## src/include/bbes_consts.svh

```systemverilog
// Constants of the buck-boost enable sequencer: offsets, fields, resets, timing.
// Assumes a 125 MHz ref_clk and a 32-bit AHB-Lite register bus.
`ifndef BBES_CONSTS_SVH
`define BBES_CONSTS_SVH

// ==========================================================
// Register map
`define BBES_CTRL_OFS       32'h0000_0000
`define BBES_STAT_OFS       32'h0000_0004
`define BBES_CTRL_CONV_BIT  0
`define BBES_CTRL_EXT_BIT   1
`define BBES_CONV_EN_RST    1'h1
`define BBES_EXT_EN_RST     1'h0

// ==========================================================
// Timing
`define BBES_REF_KHZ        125000
`define BBES_OSC_KHZ        1500
`define BBES_OSC_DIV        (`BBES_REF_KHZ / `BBES_OSC_KHZ)
`define BBES_IDLE_NS        50000
`define BBES_IDLE_TICKS     (`BBES_IDLE_NS * `BBES_OSC_KHZ / 1000000)
`define BBES_SS_NS          500000
`define BBES_SS_TICKS       (`BBES_SS_NS * `BBES_OSC_KHZ / 1000000)

`endif

```

## src/include/bbes_pkg.sv

```systemverilog
// Types of the buck-boost enable sequencer.
// Assumes nothing beyond a SystemVerilog compiler.
package bbes_pkg;

  // ==========================================================
  // Sequencer states, one-hot
  typedef enum logic [3:0] {
    BBES_DISABLED  = 4'h1,
    BBES_IDLE      = 4'h2,
    BBES_SOFTSTART = 4'h4,
    BBES_NORMAL    = 4'h8
  } bbes_state_e;

  // Forced gate pattern for the four power switches
  typedef struct packed {
    logic input_high_switch;
    logic input_low_switch;
    logic output_high_switch;
    logic output_low_switch;
  } bbes_sw_s;

  // Filtered enable pins
  typedef struct packed {
    logic master;
    logic io;
    logic tx;
  } bbes_pins_s;

endpackage

```

## src/rtl/bbes_seq.sv

```systemverilog
// Enable and start-up sequencer of the on-chip buck-boost converter, AHB-Lite slave.
// Assumes pins asynchronous to ref_clk and a single AHB-Lite master.
//
// Design decisions made here: register access over AHB-Lite and the register addresses.
`timescale 1ns/1ps
`default_nettype none
`include "bbes_consts.svh"

module bbes_seq #(
  parameter int OSC_DIV    = `BBES_OSC_DIV,
  parameter int IDLE_TICKS = `BBES_IDLE_TICKS,
  parameter int SS_TICKS   = `BBES_SS_TICKS
) (
  input  wire logic        ref_clk,
  input  wire logic        rst,
  input  wire logic        reg_master_en,
  input  wire logic        io_supply_present,
  input  wire logic        tx_fast_enable_pin,
  input  wire logic        hsel,
  input  wire logic [31:0] haddr,
  input  wire logic [1:0]  htrans,
  input  wire logic        hwrite,
  input  wire logic [2:0]  hsize,
  input  wire logic [31:0] hwdata,
  input  wire logic        hready,
  output logic      [31:0] hrdata,
  output logic             hreadyout,
  output logic             hresp,
  output logic             external_converter_control_out,
  output logic             input_high_switch,
  output logic             input_low_switch,
  output logic             output_high_switch,
  output logic             output_low_switch,
  output logic             switch_release,
  output logic             logic_reset,
  output logic             current_limit_en,
  output logic             short_circuit_en,
  output logic             softstart_done
);

  localparam int CW      = 12;
  localparam int OSC_GAP = OSC_DIV - 1; // Cycles from the cycle after a tick to the next tick

  // ==========================================================
  // Elaboration checks
  if (OSC_DIV < 2 || OSC_DIV >= (1 << CW)) begin : g_bad_div
    $error("OSC_DIV out of range");
  end
  if (IDLE_TICKS < 1 || IDLE_TICKS >= (1 << CW)) begin : g_bad_idle
    $error("IDLE_TICKS out of range");
  end
  if (SS_TICKS < 1 || SS_TICKS >= (1 << CW)) begin : g_bad_ss
    $error("SS_TICKS out of range");
  end

  // ==========================================================
  // Pin synchronisers
  logic [2:0]         pin_raw;
  logic [2:0]         s1_ff;
  logic [2:0]         s2_ff;
  logic [2:0]         s3_ff;
  logic [2:0]         pin_filt_ff;
  bbes_pkg::bbes_pins_s pins;

  assign pin_raw = {reg_master_en, io_supply_present, tx_fast_enable_pin};

  genvar gi;
  generate
    for (gi = 0; gi < 3; gi++) begin : g_sync
      // Three stages, change taken once stages two and three agree
      always_ff @(posedge ref_clk) begin
        if (rst) begin
          s1_ff[gi]       <= 1'h0;
          s2_ff[gi]       <= 1'h0;
          s3_ff[gi]       <= 1'h0;
          pin_filt_ff[gi] <= 1'h0;
        end else begin
          s1_ff[gi] <= pin_raw[gi];
          s2_ff[gi] <= s1_ff[gi];
          s3_ff[gi] <= s2_ff[gi];
          if (s2_ff[gi] == s3_ff[gi]) begin
            pin_filt_ff[gi] <= s3_ff[gi];
          end
        end
      end
    end
  endgenerate

  assign pins = bbes_pkg::bbes_pins_s'(pin_filt_ff);

  // ==========================================================
  // Registers and enable terms
  logic conv_en_ff;
  logic ext_en_ff;
  logic run_ok;
  logic ext_ok;

  assign run_ok = pins.master & pins.io & pins.tx & conv_en_ff;
  assign ext_ok = pins.master & pins.io & pins.tx & ext_en_ff;

  // ==========================================================
  // Internal oscillator tick
  logic [CW-1:0] div_ff;
  logic          osc_tick;

  assign osc_tick = (div_ff == CW'(OSC_DIV - 1));

  // Free-running divider to the switching frequency
  always_ff @(posedge ref_clk) begin
    if (rst) begin
      div_ff <= '0;
    end else if (osc_tick) begin
      div_ff <= '0;
    end else begin
      div_ff <= div_ff + CW'(1);
    end
  end

  // ==========================================================
  // Sequencer
  bbes_pkg::bbes_state_e state_ff;
  bbes_pkg::bbes_state_e nxt_state;
  logic [CW-1:0]         cnt_ff;
  logic                  cnt_last_idle;
  logic                  cnt_last_ss;

  assign cnt_last_idle = osc_tick && (cnt_ff == CW'(IDLE_TICKS - 1));
  assign cnt_last_ss   = osc_tick && (cnt_ff == CW'(SS_TICKS - 1));

  // Next state
  always_comb begin
    nxt_state = state_ff;
    if (!run_ok) begin
      nxt_state = bbes_pkg::BBES_DISABLED;
    end else begin
      case (state_ff)
        bbes_pkg::BBES_DISABLED: nxt_state = bbes_pkg::BBES_IDLE;
        bbes_pkg::BBES_IDLE: begin
          if (cnt_last_idle) nxt_state = bbes_pkg::BBES_SOFTSTART;
        end
        bbes_pkg::BBES_SOFTSTART: begin
          if (cnt_last_ss) nxt_state = bbes_pkg::BBES_NORMAL;
        end
        bbes_pkg::BBES_NORMAL: nxt_state = bbes_pkg::BBES_NORMAL;
        default: nxt_state = bbes_pkg::BBES_DISABLED;
      endcase
    end
  end

  // State register
  always_ff @(posedge ref_clk) begin
    if (rst) begin
      state_ff <= bbes_pkg::BBES_DISABLED;
    end else begin
      state_ff <= nxt_state;
    end
  end

  // Idle and ramp counter, cleared on every state change
  always_ff @(posedge ref_clk) begin
    if (rst) begin
      cnt_ff <= '0;
    end else if (nxt_state != state_ff) begin
      cnt_ff <= '0;
    end else if (osc_tick) begin
      cnt_ff <= cnt_ff + CW'(1);
    end
  end

  // ==========================================================
  // Power-stage outputs
  bbes_pkg::bbes_sw_s sw_ff;

  // Forced switch pattern and protection enables from the state
  always_ff @(posedge ref_clk) begin
    if (rst) begin
      sw_ff            <= '{1'h0, 1'h1, 1'h1, 1'h0};
      switch_release   <= 1'h0;
      logic_reset      <= 1'h1;
      current_limit_en <= 1'h0;
      short_circuit_en <= 1'h0;
      softstart_done   <= 1'h0;
    end else begin
      sw_ff            <= '{1'h0, 1'h0, 1'h0, 1'h0};
      switch_release   <= 1'h0;
      logic_reset      <= 1'h0;
      current_limit_en <= 1'h0;
      short_circuit_en <= 1'h0;
      softstart_done   <= 1'h0;
      case (state_ff)
        bbes_pkg::BBES_DISABLED: begin
          sw_ff       <= '{1'h0, 1'h1, 1'h1, 1'h0};
          logic_reset <= 1'h1;
        end
        bbes_pkg::BBES_IDLE: switch_release <= 1'h0;
        bbes_pkg::BBES_SOFTSTART: switch_release <= 1'h1;
        bbes_pkg::BBES_NORMAL: begin
          switch_release   <= 1'h1;
          softstart_done   <= 1'h1;
          current_limit_en <= 1'h1;
          short_circuit_en <= 1'h1;
        end
        default: logic_reset <= 1'h1;
      endcase
    end
  end

  assign input_high_switch  = sw_ff.input_high_switch;
  assign input_low_switch   = sw_ff.input_low_switch;
  assign output_high_switch = sw_ff.output_high_switch;
  assign output_low_switch  = sw_ff.output_low_switch;

  // External converter control
  always_ff @(posedge ref_clk) begin
    if (rst) begin
      external_converter_control_out <= 1'h0;
    end else begin
      external_converter_control_out <= ext_ok;
    end
  end

  // ==========================================================
  // AHB-Lite slave
  logic        take;
  logic        wr_pend_ff;
  logic [31:0] wr_addr_ff;
  logic [31:0] rd_word;
  logic [31:0] stat_word;

  assign take = hsel && htrans[1] && hready;
  assign stat_word = {21'h0, pin_filt_ff, external_converter_control_out, short_circuit_en,
                      current_limit_en, softstart_done, state_ff[3:1], run_ok};

  // Read word selected in the address phase
  always_comb begin
    rd_word = 32'h0;
    if (haddr == `BBES_CTRL_OFS) begin
      rd_word[`BBES_CTRL_CONV_BIT] = conv_en_ff;
      rd_word[`BBES_CTRL_EXT_BIT]  = ext_en_ff;
    end else if (haddr == `BBES_STAT_OFS) begin
      rd_word = stat_word;
    end
  end

  // Address phase capture and read data
  always_ff @(posedge ref_clk) begin
    if (rst) begin
      wr_pend_ff <= 1'h0;
      wr_addr_ff <= 32'h0;
      hrdata     <= 32'h0;
      hreadyout  <= 1'h1;
      hresp      <= 1'h0;
    end else begin
      hreadyout <= 1'h1;
      hresp     <= 1'h0;
      if (hready) begin
        wr_pend_ff <= take && hwrite;
        wr_addr_ff <= haddr;
        hrdata     <= (take && !hwrite) ? rd_word : 32'h0;
      end
    end
  end

  // Control register write in the data phase
  always_ff @(posedge ref_clk) begin
    if (rst) begin
      conv_en_ff <= `BBES_CONV_EN_RST;
      ext_en_ff  <= `BBES_EXT_EN_RST;
    end else if (wr_pend_ff && wr_addr_ff == `BBES_CTRL_OFS) begin
      conv_en_ff <= hwdata[`BBES_CTRL_CONV_BIT];
      ext_en_ff  <= hwdata[`BBES_CTRL_EXT_BIT];
    end
  end
endmodule
`default_nettype wire

```

## config.mk

```make
export PLATFORM = sky130hd
export DESIGN_NAME = bbes_seq
export DESIGN_NICKNAME = d
export VERILOG_FILES = /design/src/include/bbes_pkg.sv /design/src/rtl/bbes_seq.sv
export VERILOG_INCLUDE_DIRS = /design/src /design/src/include
export SDC_FILE = /design/constraint.sdc
export NUM_CORES = 1
export LEC_CHECK = 0
export ABC_AREA = 1
export BUFFER_PORTS_ARGS = -buffer_cell sky130_fd_sc_hd__buf_2
export CAP_MARGIN = 20
export CORE_UTILIZATION = 35
export CTS_CLUSTER_SIZE = 10
export DETAILED_ROUTE_END_ITERATION = 6
export GPL_TIMING_DRIVEN = 0
export PLACE_DENSITY = 0.55
export SYNTH_ARGS = -nofsm -noshare
export SYNTH_HDL_FRONTEND = slang
export SYNTH_SLANG_ARGS = --single-unit
```

## constraint.sdc

```tcl
create_clock -name ref_clk -period 3 [get_ports ref_clk]
set_input_delay 0.15 -clock ref_clk [delete_from_list [all_inputs] [get_ports ref_clk]]
set_output_delay 0.15 -clock ref_clk [all_outputs]
set_load 0.05 [all_outputs]
```

After elaboration in Yosys (flattened, before gate mapping)
Index checks and enable logic that the tools add are counted.
{ "op_classes": {"bitwise_logic": 4, "n_addsub": 2, "eq_ne": 12, "n_reduce_logical": 14, "mux": 12} }
{ "ops": {"columns": ["cell", "n"], "rows": [
  ["$logic_not 32->1", 2],
  ["$eq 32x3->1 const B", 1],
  ["$mux 32", 1],
  ["$mux 30", 1],
  ["$add 12x1->12 const B", 2],
  ["$eq 12x7->1 const B", 2],
  ["$pmux 4 s4", 1],
  ["$eq 12x10->1 const B", 1],
  ["$mux 4", 3],
  ["$mux 11", 1],
  ["$logic_and 1x1->1", 7],
  ["$reduce_or 2->1", 3],
  ["$and 1x1->1", 4],
  ["$eq 4x1->1 const B", 1],
  ["$eq 4x2->1 const B", 1],
  ["$eq 4x3->1 const B", 1],
  ["$eq 4x4->1 const B", 1],
  ["$ne 4x4->1", 1],
  ["$eq 1x1->1", 3],
  ["$mux 1", 3],
  ["$mux 3", 1],
  ["$reduce_or 3->1", 1],
  ["$mux 2", 1],
  ["$logic_not 1->1", 1]
]} }
{ "totals": {"in_bits": 77, "reg_bits": 115} }

Logic depth before layout (Yosys ltp)
Gate-level depths: netlist of the first run.
{ "logic_depth": {"depth_word": 7, "mapped_depth": 15, "depth_no_buf": 14} }

Least setup slack after synthesis of the first run
No wires, ideal clock.
{ "synth_path": {"path_kind": "register to register", "startpoint": "reg div_ff[0]", "endpoint": "reg cnt_ff[9]", "stages_incl_launch_ff": 13, "path_slack_ps": 1348, "synth_period_minus_slack_ps": 1652, "arrival_time_ps": 1536, "cell_sequence": "dfxtp_1 > inv_1 > ha_1 > nand2_1 > nor2_2 > nand2_4 > nor2_8 > nand2_1 > inv_2 > nand2_1 > nor3_1 > xor2_1 > nor2_2"} }
{ "synth_between": {"elab_chain_len": 7, "word_cells_on_any_way": 9, "classes_between": "eq/ne: 2; mux: 4; reduce/logical: 3"} }
{ "synth_lines": {"columns": ["item", "line_no", "rtl"], "rows": [
  ["start: declaration", "bbes_seq.sv:103", "logic [CW-1:0] div_ff;"],
  ["start signal: assignment", "bbes_seq.sv:115", "div_ff <= div_ff + CW'(1);"],
  ["$eq 12x7->1 *", "bbes_seq.sv:106", "assign osc_tick = (div_ff == CW'(OSC_DIV - 1));"],
  ["$logic_and 1x1->1 (on tied branches)", "bbes_seq.sv:128, bbes_seq.sv:127", null],
  ["$mux 4 (on tied branches)", "bbes_seq.sv:142, bbes_seq.sv:139", null],
  ["$pmux 4 s4", "bbes_seq.sv:136", "case (state_ff)"],
  ["$mux 4", "bbes_seq.sv:133", "if (!run_ok) begin"],
  ["$ne 4x4->1", "bbes_seq.sv:163", "end else if (nxt_state != state_ff) begin"],
  ["$reduce_or 2->1 (no line)", null, null],
  ["end signal: assignment", "bbes_seq.sv:166", "cnt_ff <= cnt_ff + CW'(1);"],
  ["end: declaration", "bbes_seq.sv:123", "logic [CW-1:0] cnt_ff;"]
]} }
Mark *: on every way between the ends. The rest lies on a longest branch, timed or not.
A chain may end at the register's enable or synchronous reset.

Worst setup path after layout of the first run
{ "layout_path": {"startpoint": "reg div_ff[0]", "endpoint": "reg cnt_ff[10]"} }
The elaborated chain is that of the path after synthesis.

==> metrics.yaml, run 1 <==
run_status:
  status: "completed"
worst_setup_path:
  cp_common_cell: "nand2_1"
  cp_max_fo: 10
  cp.required_ns: 3.27
  start_kind: "register"
  crit_arrival_ns: 2.12
  critical-path-slowest-cell: "dfxtp_1"
  worstPathCellList: "inv_1, ha_1, nand2_1, nor2_2, nand2_4, nor2_8, nand2_2, nand2_1, nand2_1, nand2_1, nor2_1, nor2_2, nand3_2, buf_6, nor2_2"
  cp-end-kind: "register"
  worstSetupPathType: "reg2reg"
  cp_slowest_stage_delay_ns: 0.35
finish:
  multi_input_area_um2: 1864
  ff_latch_area_um2: 1782
  n_fill_cell: 1174
  synthToLayoutAreaGrowth_pct: 21.51
  layout-drive-gt1-share: 0.2243
  diodes: 0
  utilization: 0.4363
  layout.nets: 729
sta:
  post-route-min-period_ns: 1.848
  period_share: 0.6158
  max_freq_mhz: 541.3
  tns_ns: 0
  final_hold_viol_count: 0
  tightest_slew_ns: 0.5762
  finalSetupViolations: 0
  finalClockSkew_ns: 0.007415
  slew_headroom: 0.6144
  slew_viol_final: 0
  rsz0062_at_grt: "false"
detailed_routing:
  drt-initial-drc-count: 175
  firstDrtPassIters: 4
  wl_per_cell_um: 11.10
  via_per_inst: 4.397
  vias: 3491
  ant_nets: 0
  totalWireLength_mm: 8.812
  post-route-drc-count: 0
synth:
  yosys_warnings: 0
  synthArstFlopShare: 0
  syn_area_um2: 4100
  synth_common_cells: "92 x nor2_1, 89 x dfxtp_1, 72 x nand2_1, 59 x inv_1, 39 x o21ai_0"
  synthTopCellsByArea: "dfxtp_1 43%, nor2_1 8.4%, nand2_1 6.6%, buf_4 5.5%, inv_1 5.4%"
  synth-seq-cells: 89
  yosysMostFrequentCell: "nor2_1"
  post_synth.cell_area_avg_um2: 7.428
  ys_seq_area_frac: 0.4345
  yosysUniqueCellTypes: 38
  synth_top_flop_cell: "dfxtp_1"
  synth_top_area_frac: 0.4345
  synth-edff-count: 0
  netlist_instances: 552
  synth_top_cell_by_area: "dfxtp_1"
clock_tree:
  cts_resized: 0
  post_cts_buffers: 0
  numCtsBuffers: 9
  clock_path_buffers: 2
  htree_num_levels: 3
  clock-sinks: 89
  cts_root_buffer: "clkbuf_16"
  cts_tree: "built"
  clkLatencyLatePin_ns: 0.33
  cts_hold_buf: 0
  clkTransAtPathRegs_ns: 0.06
die:
  die-area_um2: 12150
  core_area_um2: 11420
  die-width_um: 110.2
  rows: 39
  die_y_um: 110.2
  initial_utilization: 0.3591
  pin_count: 121
power:
  power_switching_mw: 0.6101
  clockPowerShare: 0.441
  p_int_mw: 2.049
  sw_frac_of_total: 0.2294
  cellPowerDensity_nw_per_um2: 533.8
  p_leak_nw: 2.226
  ir_drop_mv: 0.2689
  combPwrFrac: 0.093
  p_seq_frac: 0.465
placement:
  gp_congestion: 0.8289
  port_buffers: 61
  dp_hpwl_mm: 6.728
hold_path:
  hold_class: "in2reg"
job:
  maxCapViolCount: 0
grt:
  grt_pass1_wl_mm: 14.40
  grt_util_all_layers: 0.1546
  grt_pass1_vias: 3172
  grt_max_degree: 14
  grt_antenna_before_repair: 0
  grt_overflow: 0
==> kinds of logic after synthesis <==
group           count (synthesis)  share of synthesized area
compound gates                 79                    0.09918
other cells                     2                   0.001832
fa+ha+maj                       5                    0.01526
simple gates                  253                     0.2917
xor+xnor                       12                    0.02563
buf+inv                       112                     0.1318
flops                          89                     0.4345
==> through the flow <==
| stage | cell area (um2) | total power, mW | setup slack [ns] | hold slack [ns] | cells |
|---|---|---|---|---|---|
| finish | 4982 | 2.660 | 1.153 | 0.01882 | 794 |
| global route | 4982 | 2.782 | 0.9474 | 0.02456 | 794 |
| CTS | 4982 | 2.692 | 1.131 | 0.008673 | 794 |
| detailed placement | 4671 | 1.511 | 1.152 | 0.3580 | 779 |
| global placement | 4671 | 1.510 | 1.195 | 0.3549 | 779 |
| floorplan | 4187 | 1.445 | 1.348 | 0.2270 | 575 |
==> per-layer routing <==
layer	up-vias	wire length (um)	global-route usage
li1	1883	-	-
met4	0	93	0.05357
met3	7	495	0.03586
met2	75	3940	0.2580
met5	-	0	0
met1	1526	4282	0.1953
==> layout make-up <==
| cell class | count | area share |
|---|---|---|
| Clock inverter | 3 | 0.01306 |
| Timing Repair Buffer | 61 | 0.06128 |
| Tap cell | 143 | 0.03591 |
| Multi-Input combinational cell | 374 | 0.3742 |
| Clock buffer | 12 | 0.04947 |
| Buffer | 46 | 0.05876 |
| Sequential cell | 89 | 0.3576 |
| Inverter | 66 | 0.04972 |
==> path summary, 6_finish.rpt <==
kind | startpoint | end | slack [ns] | depth (start not counted)
min | io_supply_present | s1_ff[1] | 0.02 | 3
max reg2reg | div_ff[0] | cnt_ff[10] | 1.15 | 15
min reg2reg | s1_ff[2] | s2_ff[2] | 0.40 | 2
max | div_ff[0] | cnt_ff[10] | 1.15 | 15
==> power by group through the flow <==
stage                     clock network [mW]  registers [mW]  logic [mW]
final                                   1.17            1.24       0.249
after global routing                    1.26            1.24       0.276
after CTS                               1.21            1.24       0.248
after detailed placement                   0            1.26       0.247
after global placement                     0            1.26       0.247
after floorplan                            0            1.26       0.186
==> state kept, by name, summed over array words and instances, names as in the netlist <==
register,cells
wr_addr_ff,32
switch_release,1
logic_reset,1
cnt_ff,12
div_ff,12
conv_en_ff,1
hrdata,9
s3_ff,3
ext_en_ff,1
state_ff,4
wr_pend_ff,1
s2_ff,3
input_low_switch,1
s1_ff,3
external_converter_control_out,1
softstart_done,1
pin_filt_ff,3
==> cell usage in the layout, fill, tap and decap left out, drive strengths merged, types with 7 or more instances in the layout <==
| cell | count |
|---|---|
| nor3 | 15 |
| nand3 | 28 |
| a21oi | 35 |
| xor2 | 11 |
| buf | 92 |
| nand2 | 76 |
| o21ai | 40 |
| dfxtp | 89 |
| conb | 25 |
| nand4 | 7 |
| nor2 | 111 |
| clkbuf | 27 |
| inv | 65 |
==> critical path, delay by kind of cell, from the launching register on <==
kind | cells | cell delay, ns
adders and majority gates | 1 | 0.13
buffers and inverters | 2 | 0.25
DFF | 1 | 0.35
and+or+nand+nor | 12 | 1.06
Note: power is estimated with default switching activity, not from simulation.
==> inputs of run 2 (changes only) <==
- ABC_AREA: 1 -> 0
- clock period: 3 -> 1.7 ns (I/O delays scaled with it)
==> run 2 against run 1 <==
The flow now finishes with violations (negative setup slack). Hold slack lost 0.0068 ns. Non-clock buffer count up 60. First-iteration DRC count decreased by 65%. Sequential share of layout area down 2.3 points. Global-route usage is 1.5 points higher. Critical path type unchanged. Largest cell class unchanged. Largest power group unchanged. Highest routed layer unchanged.
==> metrics.yaml, run 2 <==
run_status:
  status: "finished, violations left"
  violations: "negative setup slack"
synth:
  yosysUniqueCellTypes: 47  # +24%
  synth_common_cells: "89 x dfxtp_1, 54 x nor2_1, 34 x mux2i_1, 30 x buf_4, 17 x nand3_1"
  netlist_instances: 424  # -23%
  synthTopCellsByArea: "dfxtp_1 45%, mux2i_1 8.6%, buf_4 5.7%, nor2_1 5.1%, xor2_1 3.3%"
  syn_area_um2: 3939  # -3.9%
  synth-seq-cells: 89  # unchanged
  ys_seq_area_frac: 0.4524  # +0.01781
  post_synth.cell_area_avg_um2: 9.290  # +25%
  yosysMostFrequentCell: "dfxtp_1"
  synth_top_cell_by_area: "dfxtp_1"
  synth_top_area_frac: 0.4524  # +0.01781
  yosys_warnings: 0  # unchanged
  synth_top_flop_cell: "dfxtp_1"
  synth-edff-count: 0  # unchanged
  synthArstFlopShare: 0  # unchanged
sta:
  tns_ns: -4.239  # -4.239 ns
  post-route-min-period_ns: 1.967  # +0.1198 ns
  tightest_slew_ns: 0.7252  # +0.1490 ns
  rsz0062_at_grt: "true"
  slew_viol_final: 0  # unchanged
  slew_headroom: 0.5165  # -0.09790
  finalSetupViolations: 25  # +25
  finalClockSkew_ns: 0.008663  # +0.001248 ns
  final_hold_viol_count: 0  # unchanged
  post-route-worst-setup-slack_ns: -0.2673  # -1.420 ns
  period_share: 1.157  # +0.5414
  max_freq_mhz: 508.3  # -6.1%
  hold_ws_ns: 0.01203  # -0.006783 ns
detailed_routing:
  wl_per_cell_um: 12.80  # +15%
  vias: 3394  # -2.8%
  ant_nets: 0  # unchanged
  via_per_inst: 4.727  # +7.5%
  drt-initial-drc-count: 62  # -65%
  firstDrtPassIters: 4  # unchanged
  totalWireLength_mm: 9.188  # +4.3%
  post-route-drc-count: 0  # unchanged
worst_setup_path:
  cp-end-kind: "register"
  worstSetupPathType: "reg2reg"
  cp.required_ns: 1.94  # -1.33 ns
  cp_max_fo: 5  # -5
  startpoint: "div_ff[7]"
  r2r-end: "cnt_ff[4]"
  crit_arrival_ns: 2.21  # +0.09 ns
  r2r_start: "div_ff[7]"
  reg2reg_depth: 7  # -8
  r2r_slack_ns: -0.27  # -1.42 ns
  start_kind: "register"
clock_tree:
  cts_tree: "built"
  clock_path_buffers: 2  # unchanged
  cts_root_buffer: "clkbuf_8"
  numCtsBuffers: 9  # unchanged
  clkLatencyLatePin_ns: 0.35  # +0.02 ns
  clkTransAtPathRegs_ns: 0.08  # +0.02 ns
  htree_num_levels: 3  # unchanged
  clock-sinks: 89  # unchanged
die:
  die-area_um2: 11680  # -3.9%
  die-width_um: 108.1  # -2.0%
  rows: 38  # -2.6%
  pin_count: 121  # unchanged
  initial_utilization: 0.3618  # +0.002672
  core_area_um2: 10890  # -4.6%
  die_y_um: 108.1  # -2.0%
hold_path:
  hold_class: "in2reg"
  min_path_cells: 3  # unchanged
  min_from: "haddr[27]"
  hold_path_end: "wr_addr_ff[27]"
finish:
  final_cell_mix: "78 x dfxtp_1, 59 x buf_2, 54 x nor2_1, 48 x buf_4, 34 x mux2i_1"
  regMostFlops: "wr_addr_ff"
  synthToLayoutAreaGrowth_pct: 36.28
  final_common_cell: "dfxtp_1"
  layout.nets: 655  # -10%
  n_fill_cell: 1040  # -11%
  layout-drive-gt1-share: 0.2993  # +0.07504
  largest_reg_flops: 32  # unchanged
  diodes: 0  # unchanged
  finalInstanceArea_um2: 5368  # +7.7%
  top_regs: "wr_addr_ff x32, cnt_ff x12, div_ff x12"
power:
  p_leak_nw: 2.329  # +4.6%
  ir_drop_mv: 0.3710  # +38%
  finalPower_mw: 4.007  # +51%
  cellPowerDensity_nw_per_um2: 746.5  # +40%
job:
  maxCapViolCount: 0  # unchanged
placement:
  dp_slack_ns: -0.3971  # -1.549 ns
  dp_hpwl_mm: 6.244  # -7.2%
  port_buffers: 58  # -4.9%
  placed_area_um2: 4517  # -3.3%
  gp_congestion: 0.7588  # -8.5%
grt:
  grt_util_all_layers: 0.1699  # +0.01526
  grt_antenna_before_repair: 0  # unchanged
  grt_max_degree: 15  # +1
  grt_pass1_vias: 3246  # +2.3%
  grt_pass1_wl_mm: 15.62  # +8.5%
  grt_overflow: 0  # unchanged
run 2: cell count changes after synthesis, sizes merged, moves of 19 or more:
cell / change
mux2i: +34
inv: -59
o21ai: -33
nand2: -63
a21oi: -19
nor2: -57
run 2: worst max-delay path, cell delays in order, from the launching register on:
cell and delay (ns):
dfxtp_2 0.33, or4b_4 0.55, nor3_4 0.24, buf_6 0.14
nand2_4 0.05, a211oi_4 0.33, buf_6 0.17, nor3_1 0.05
run 2: kinds of logic after synthesis:
| group | count (synthesis) | synth area share |
|---|---|---|
| DFF | 89 | 0.4524 |
| xor gates and xnor gates | 23 | 0.05115 |
| AOI/OAI and AO/OA | 32 | 0.04924 |
| muxes | 35 | 0.08926 |
| and+or+nand+nor | 180 | 0.2538 |
| adders and majority gates | 5 | 0.01588 |
| buffers and inverters | 58 | 0.08640 |
| other | 2 | 0.001907 |
run 2: layer usage:
metal	GRT usage	wire length, um
met2	0.2894	4533
met5	0	0
met3	0.04219	448
met1	0.2106	4105
met4	0.04990	100
run 2: power breakdown:
| part | switching [mW] | internal (mW) |
|---|---|---|
| Sequential | 0.0355 | 2.14 |
| Combinational | 0.291 | 0.228 |
| Clock | 0.742 | 0.567 |
| Total | 1.07 | 2.94 |
run 2: final cells by class:
cell class,instances,area (um2),area share
multi-input cells,300,2027,0.3776
well taps,140,175.2,0.03263
clock buffers,11,141.4,0.02634
inverters,6,22.52,0.004196
repair buffers,115,827.0,0.1541
plain buffers,52,345.3,0.06434
flip-flops and latches,89,1798,0.3350
clock inverters,5,31.28,0.005828
run 2: through the flow:
stage                       util  instances
after floorplan                -        447
after global placement    0.4142        645
after detailed placement  0.4148        646
after CTS                 0.4786        710
after global routing      0.4930        718
final                     0.4930        718
run 2: worst max path at each step:
stage	cells after the start	slack, ns	endpoint
CTS	9	-0.31	cnt_ff[0]
finish	7	-0.27	cnt_ff[4]
floorplan	6	-0.23	state_ff[2]
global placement	6	-0.60	hrdata[2]
detailed placement	6	-0.40	state_ff[2]
global route	7	-0.36	cnt_ff[4]
run 2: timing repair:
action                                 in CTS  in global routing
resized for setup                          24                 24
buffers inserted                           13                  8
endpoints found under the hold margin      33                  0
cloned                                      2                  0
setup endpoints to repair                  27                 35
pin swaps                                   8                  9
hold buffers                               33                  0
==> inputs of run 3 (changes only) <==
- CTS_BUF_LIST: unset -> sky130_fd_sc_hd__clkbuf_4 sky130_fd_sc_hd__clkbuf_8
- TNS_END_PERCENT: unset -> 100
==> run 3 against run 2 <==
The flow still finishes with violations (negative setup slack). Global-route usage about the same. Clock power about the same. Maximum frequency about the same. Routed wire length decreased by 0.35%. Setup slack improved by 0.0012 ns. Final area about the same. Combinational power about the same. Count of clock-buffer cells in the layout unchanged.
==> metrics.yaml, run 3 (synthesis results as in run 2) <==
run_status:
  status: "finished, violations left"
  violations: "negative setup slack"
power:
  ir_drop_mv: 0.3722  # +0.31%
  p_leak_nw: 2.328  # about the same
  cellPowerDensity_nw_per_um2: 748.1  # +0.21%
  p_int_mw: 2.954  # +0.53%
  clockPowerShare: 0.328  # about the same
  power_switching_mw: 1.059  # -0.85%
  finalPower_mw: 4.014  # +0.16%
  combPwrFrac: 0.129  # about the same
  sw_frac_of_total: 0.2639  # -0.002709
  p_seq_frac: 0.543  # about the same
finish:
  layout.nets: 654  # -0.15%
  top_regs: "wr_addr_ff x32, cnt_ff x12, div_ff x12"
  synthToLayoutAreaGrowth_pct: 36.21  # about the same
  layout-drive-gt1-share: 0.3016  # +0.002252
  finalInstanceArea_um2: 5365  # about the same
  final_common_cell: "dfxtp_1"
  final_cell_mix: "77 x dfxtp_1, 59 x buf_2, 54 x nor2_1, 47 x buf_4, 34 x mux2i_1"
  largest_reg_flops: 32  # unchanged
  multi_input_area_um2: 2027  # unchanged
  diodes: 0  # unchanged
  stdcell_count: 717  # -0.14%
  ff_latch_area_um2: 1799  # about the same
  n_fill_cell: 1040  # unchanged
  regMostFlops: "wr_addr_ff"
clock_tree:
  htree_num_levels: 3  # unchanged
  clock-sinks: 89  # unchanged
  clock_path_buffers: 2  # unchanged
  cts_root_buffer: "clkbuf_8"
  clkTransAtPathRegs_ns: 0.08  # about the same
  clkLatencyLatePin_ns: 0.35  # about the same
  cts_tree: "built"
  numCtsBuffers: 9  # unchanged
sta:
  rsz0062_at_grt: "true"
  max_freq_mhz: 508.6  # about the same
  finalClockSkew_ns: 0.008466  # -0.0001968 ns
  tightest_slew_ns: 0.7191  # -0.006067 ns
  slew_headroom: 0.5206  # +0.004045
  period_share: 1.156  # about the same
  post-route-min-period_ns: 1.966  # -0.001245 ns
  hold_ws_ns: 0.01338  # +0.001346 ns
  tns_ns: -4.227  # +0.01154 ns
  slew_viol_final: 0  # unchanged
  final_hold_viol_count: 0  # unchanged
  finalSetupViolations: 25  # unchanged
  post-route-worst-setup-slack_ns: -0.2660  # +0.001245 ns
die:
  rows: 38  # unchanged
  die-width_um: 108.1  # unchanged
  die-area_um2: 11680  # unchanged
  core_area_um2: 10890  # unchanged
  initial_utilization: 0.3618  # unchanged
  die_y_um: 108.1  # unchanged
  pin_count: 121  # unchanged
grt:
  grt_antenna_before_repair: 0  # unchanged
  grt_pass1_wl_mm: 15.61  # about the same
  grt_util_all_layers: 0.1697  # about the same
  grt_pass1_vias: 3245  # -0.031%
  grt_max_degree: 15  # unchanged
  grt_overflow: 0  # unchanged
worst_setup_path:
  start_kind: "register"
  r2r_start: "div_ff[7]"
  cp-end-kind: "register"
  reg2reg_depth: 7  # unchanged
  worstPathCellList: "or4b_4, nor3_4, buf_6, nand2_4, a211oi_4, buf_6, nor3_1"
  cp_max_fo: 5  # unchanged
  r2r_slack_ns: -0.27  # about the same
  cp_common_cell: "buf_6"
  cp_slowest_stage_delay_ns: 0.55  # about the same
  r2r-end: "cnt_ff[4]"
  crit_arrival_ns: 2.21  # about the same
  critical-path-slowest-cell: "or4b_4"
  cp.required_ns: 1.94  # about the same
  worstSetupPathType: "reg2reg"
detailed_routing:
  vias: 3396  # +0.059%
  firstDrtPassIters: 4  # unchanged
  wl_per_cell_um: 12.77  # -0.21%
  totalWireLength_mm: 9.156  # -0.35%
  via_per_inst: 4.736  # +0.20%
  ant_nets: 0  # unchanged
  drt-initial-drc-count: 58  # -6.5%
  post-route-drc-count: 0  # unchanged
hold_path:
  min_path_cells: 3  # unchanged
  hold_path_end: "wr_addr_ff[27]"
  min_from: "haddr[27]"
  hold_class: "in2reg"
placement:
  dp_cells: 646  # unchanged
  port_buffers: 58  # unchanged
  dp_hpwl_mm: 6.244  # unchanged
  placed_area_um2: 4517  # unchanged
  gp_congestion: 0.7588  # unchanged
job:
  maxCapViolCount: 0  # unchanged
[run 3: area by class of cell]
class                   count  share of cell area
clock buffers              11             0.02705
well taps                 140             0.03265
multi-input cells         300              0.3778
plain buffers              52             0.06437
inverters                   6            0.004198
repair buffers            114              0.1528
flip-flops and latches     89              0.3354
clock inverters             5            0.005830
[run 3: power groups by stage]
stage | combinational [mW] | sequential (mW) | clock, mW
5_1_grt | 0.565 | 2.19 | 1.46
4_1_cts | 0.506 | 2.18 | 1.37
3_5_place_dp | 0.425 | 2.23 | 0
2_1_floorplan | 0.324 | 2.22 | 0
6_report | 0.519 | 2.18 | 1.32
3_3_place_gp | 0.420 | 2.22 | 0
[run 3: worst max-delay path: cells and delay by family, from the launching register on]
family,cells,cell delay [ns]
flip-flops,1,0.33
AO/OA/AOI/OAI,1,0.33
buffers and inverters,2,0.31
AND/OR/NAND/NOR,4,0.89
[run 3: worst max-delay path by stage]
stage,startpoint,to,slack [ns],depth (start not counted)
finish,div_ff[7],cnt_ff[4],-0.27,7
CTS,div_ff[0],cnt_ff[0],-0.31,9
global route,div_ff[7],cnt_ff[4],-0.36,7
detailed placement,div_ff[6],state_ff[2],-0.40,6
global placement,hready,hrdata[2],-0.60,6
floorplan,div_ff[10],state_ff[2],-0.23,6
[run 3: per-layer routing]
| layer | share of wire | global-route usage |
|---|---|---|
| met5 | 0 | 0 |
| met4 | 0.011 | 0.04990 |
| met3 | 0.047 | 0.04219 |
| met2 | 0.49 | 0.2903 |
| met1 | 0.45 | 0.2095 |
[run 3: stage by stage]
stage	setup WS [ns]	util
finish	-0.2660	0.4928
global route	-0.3637	0.4928
CTS	-0.3118	0.4790
detailed placement	-0.3971	0.4148
global placement	-0.5964	0.4142
floorplan	-0.2287	-
[run 3: repair_timing]
action / CTS / global route
gates cloned: 2 / 0
gates resized for setup: 24 / 25
pin swaps: 8 / 9
endpoints found under the hold margin: 33 / 0
endpoints found under the setup margin: 27 / 35
hold buffers: 33 / 0
buffers inserted: 13 / 7
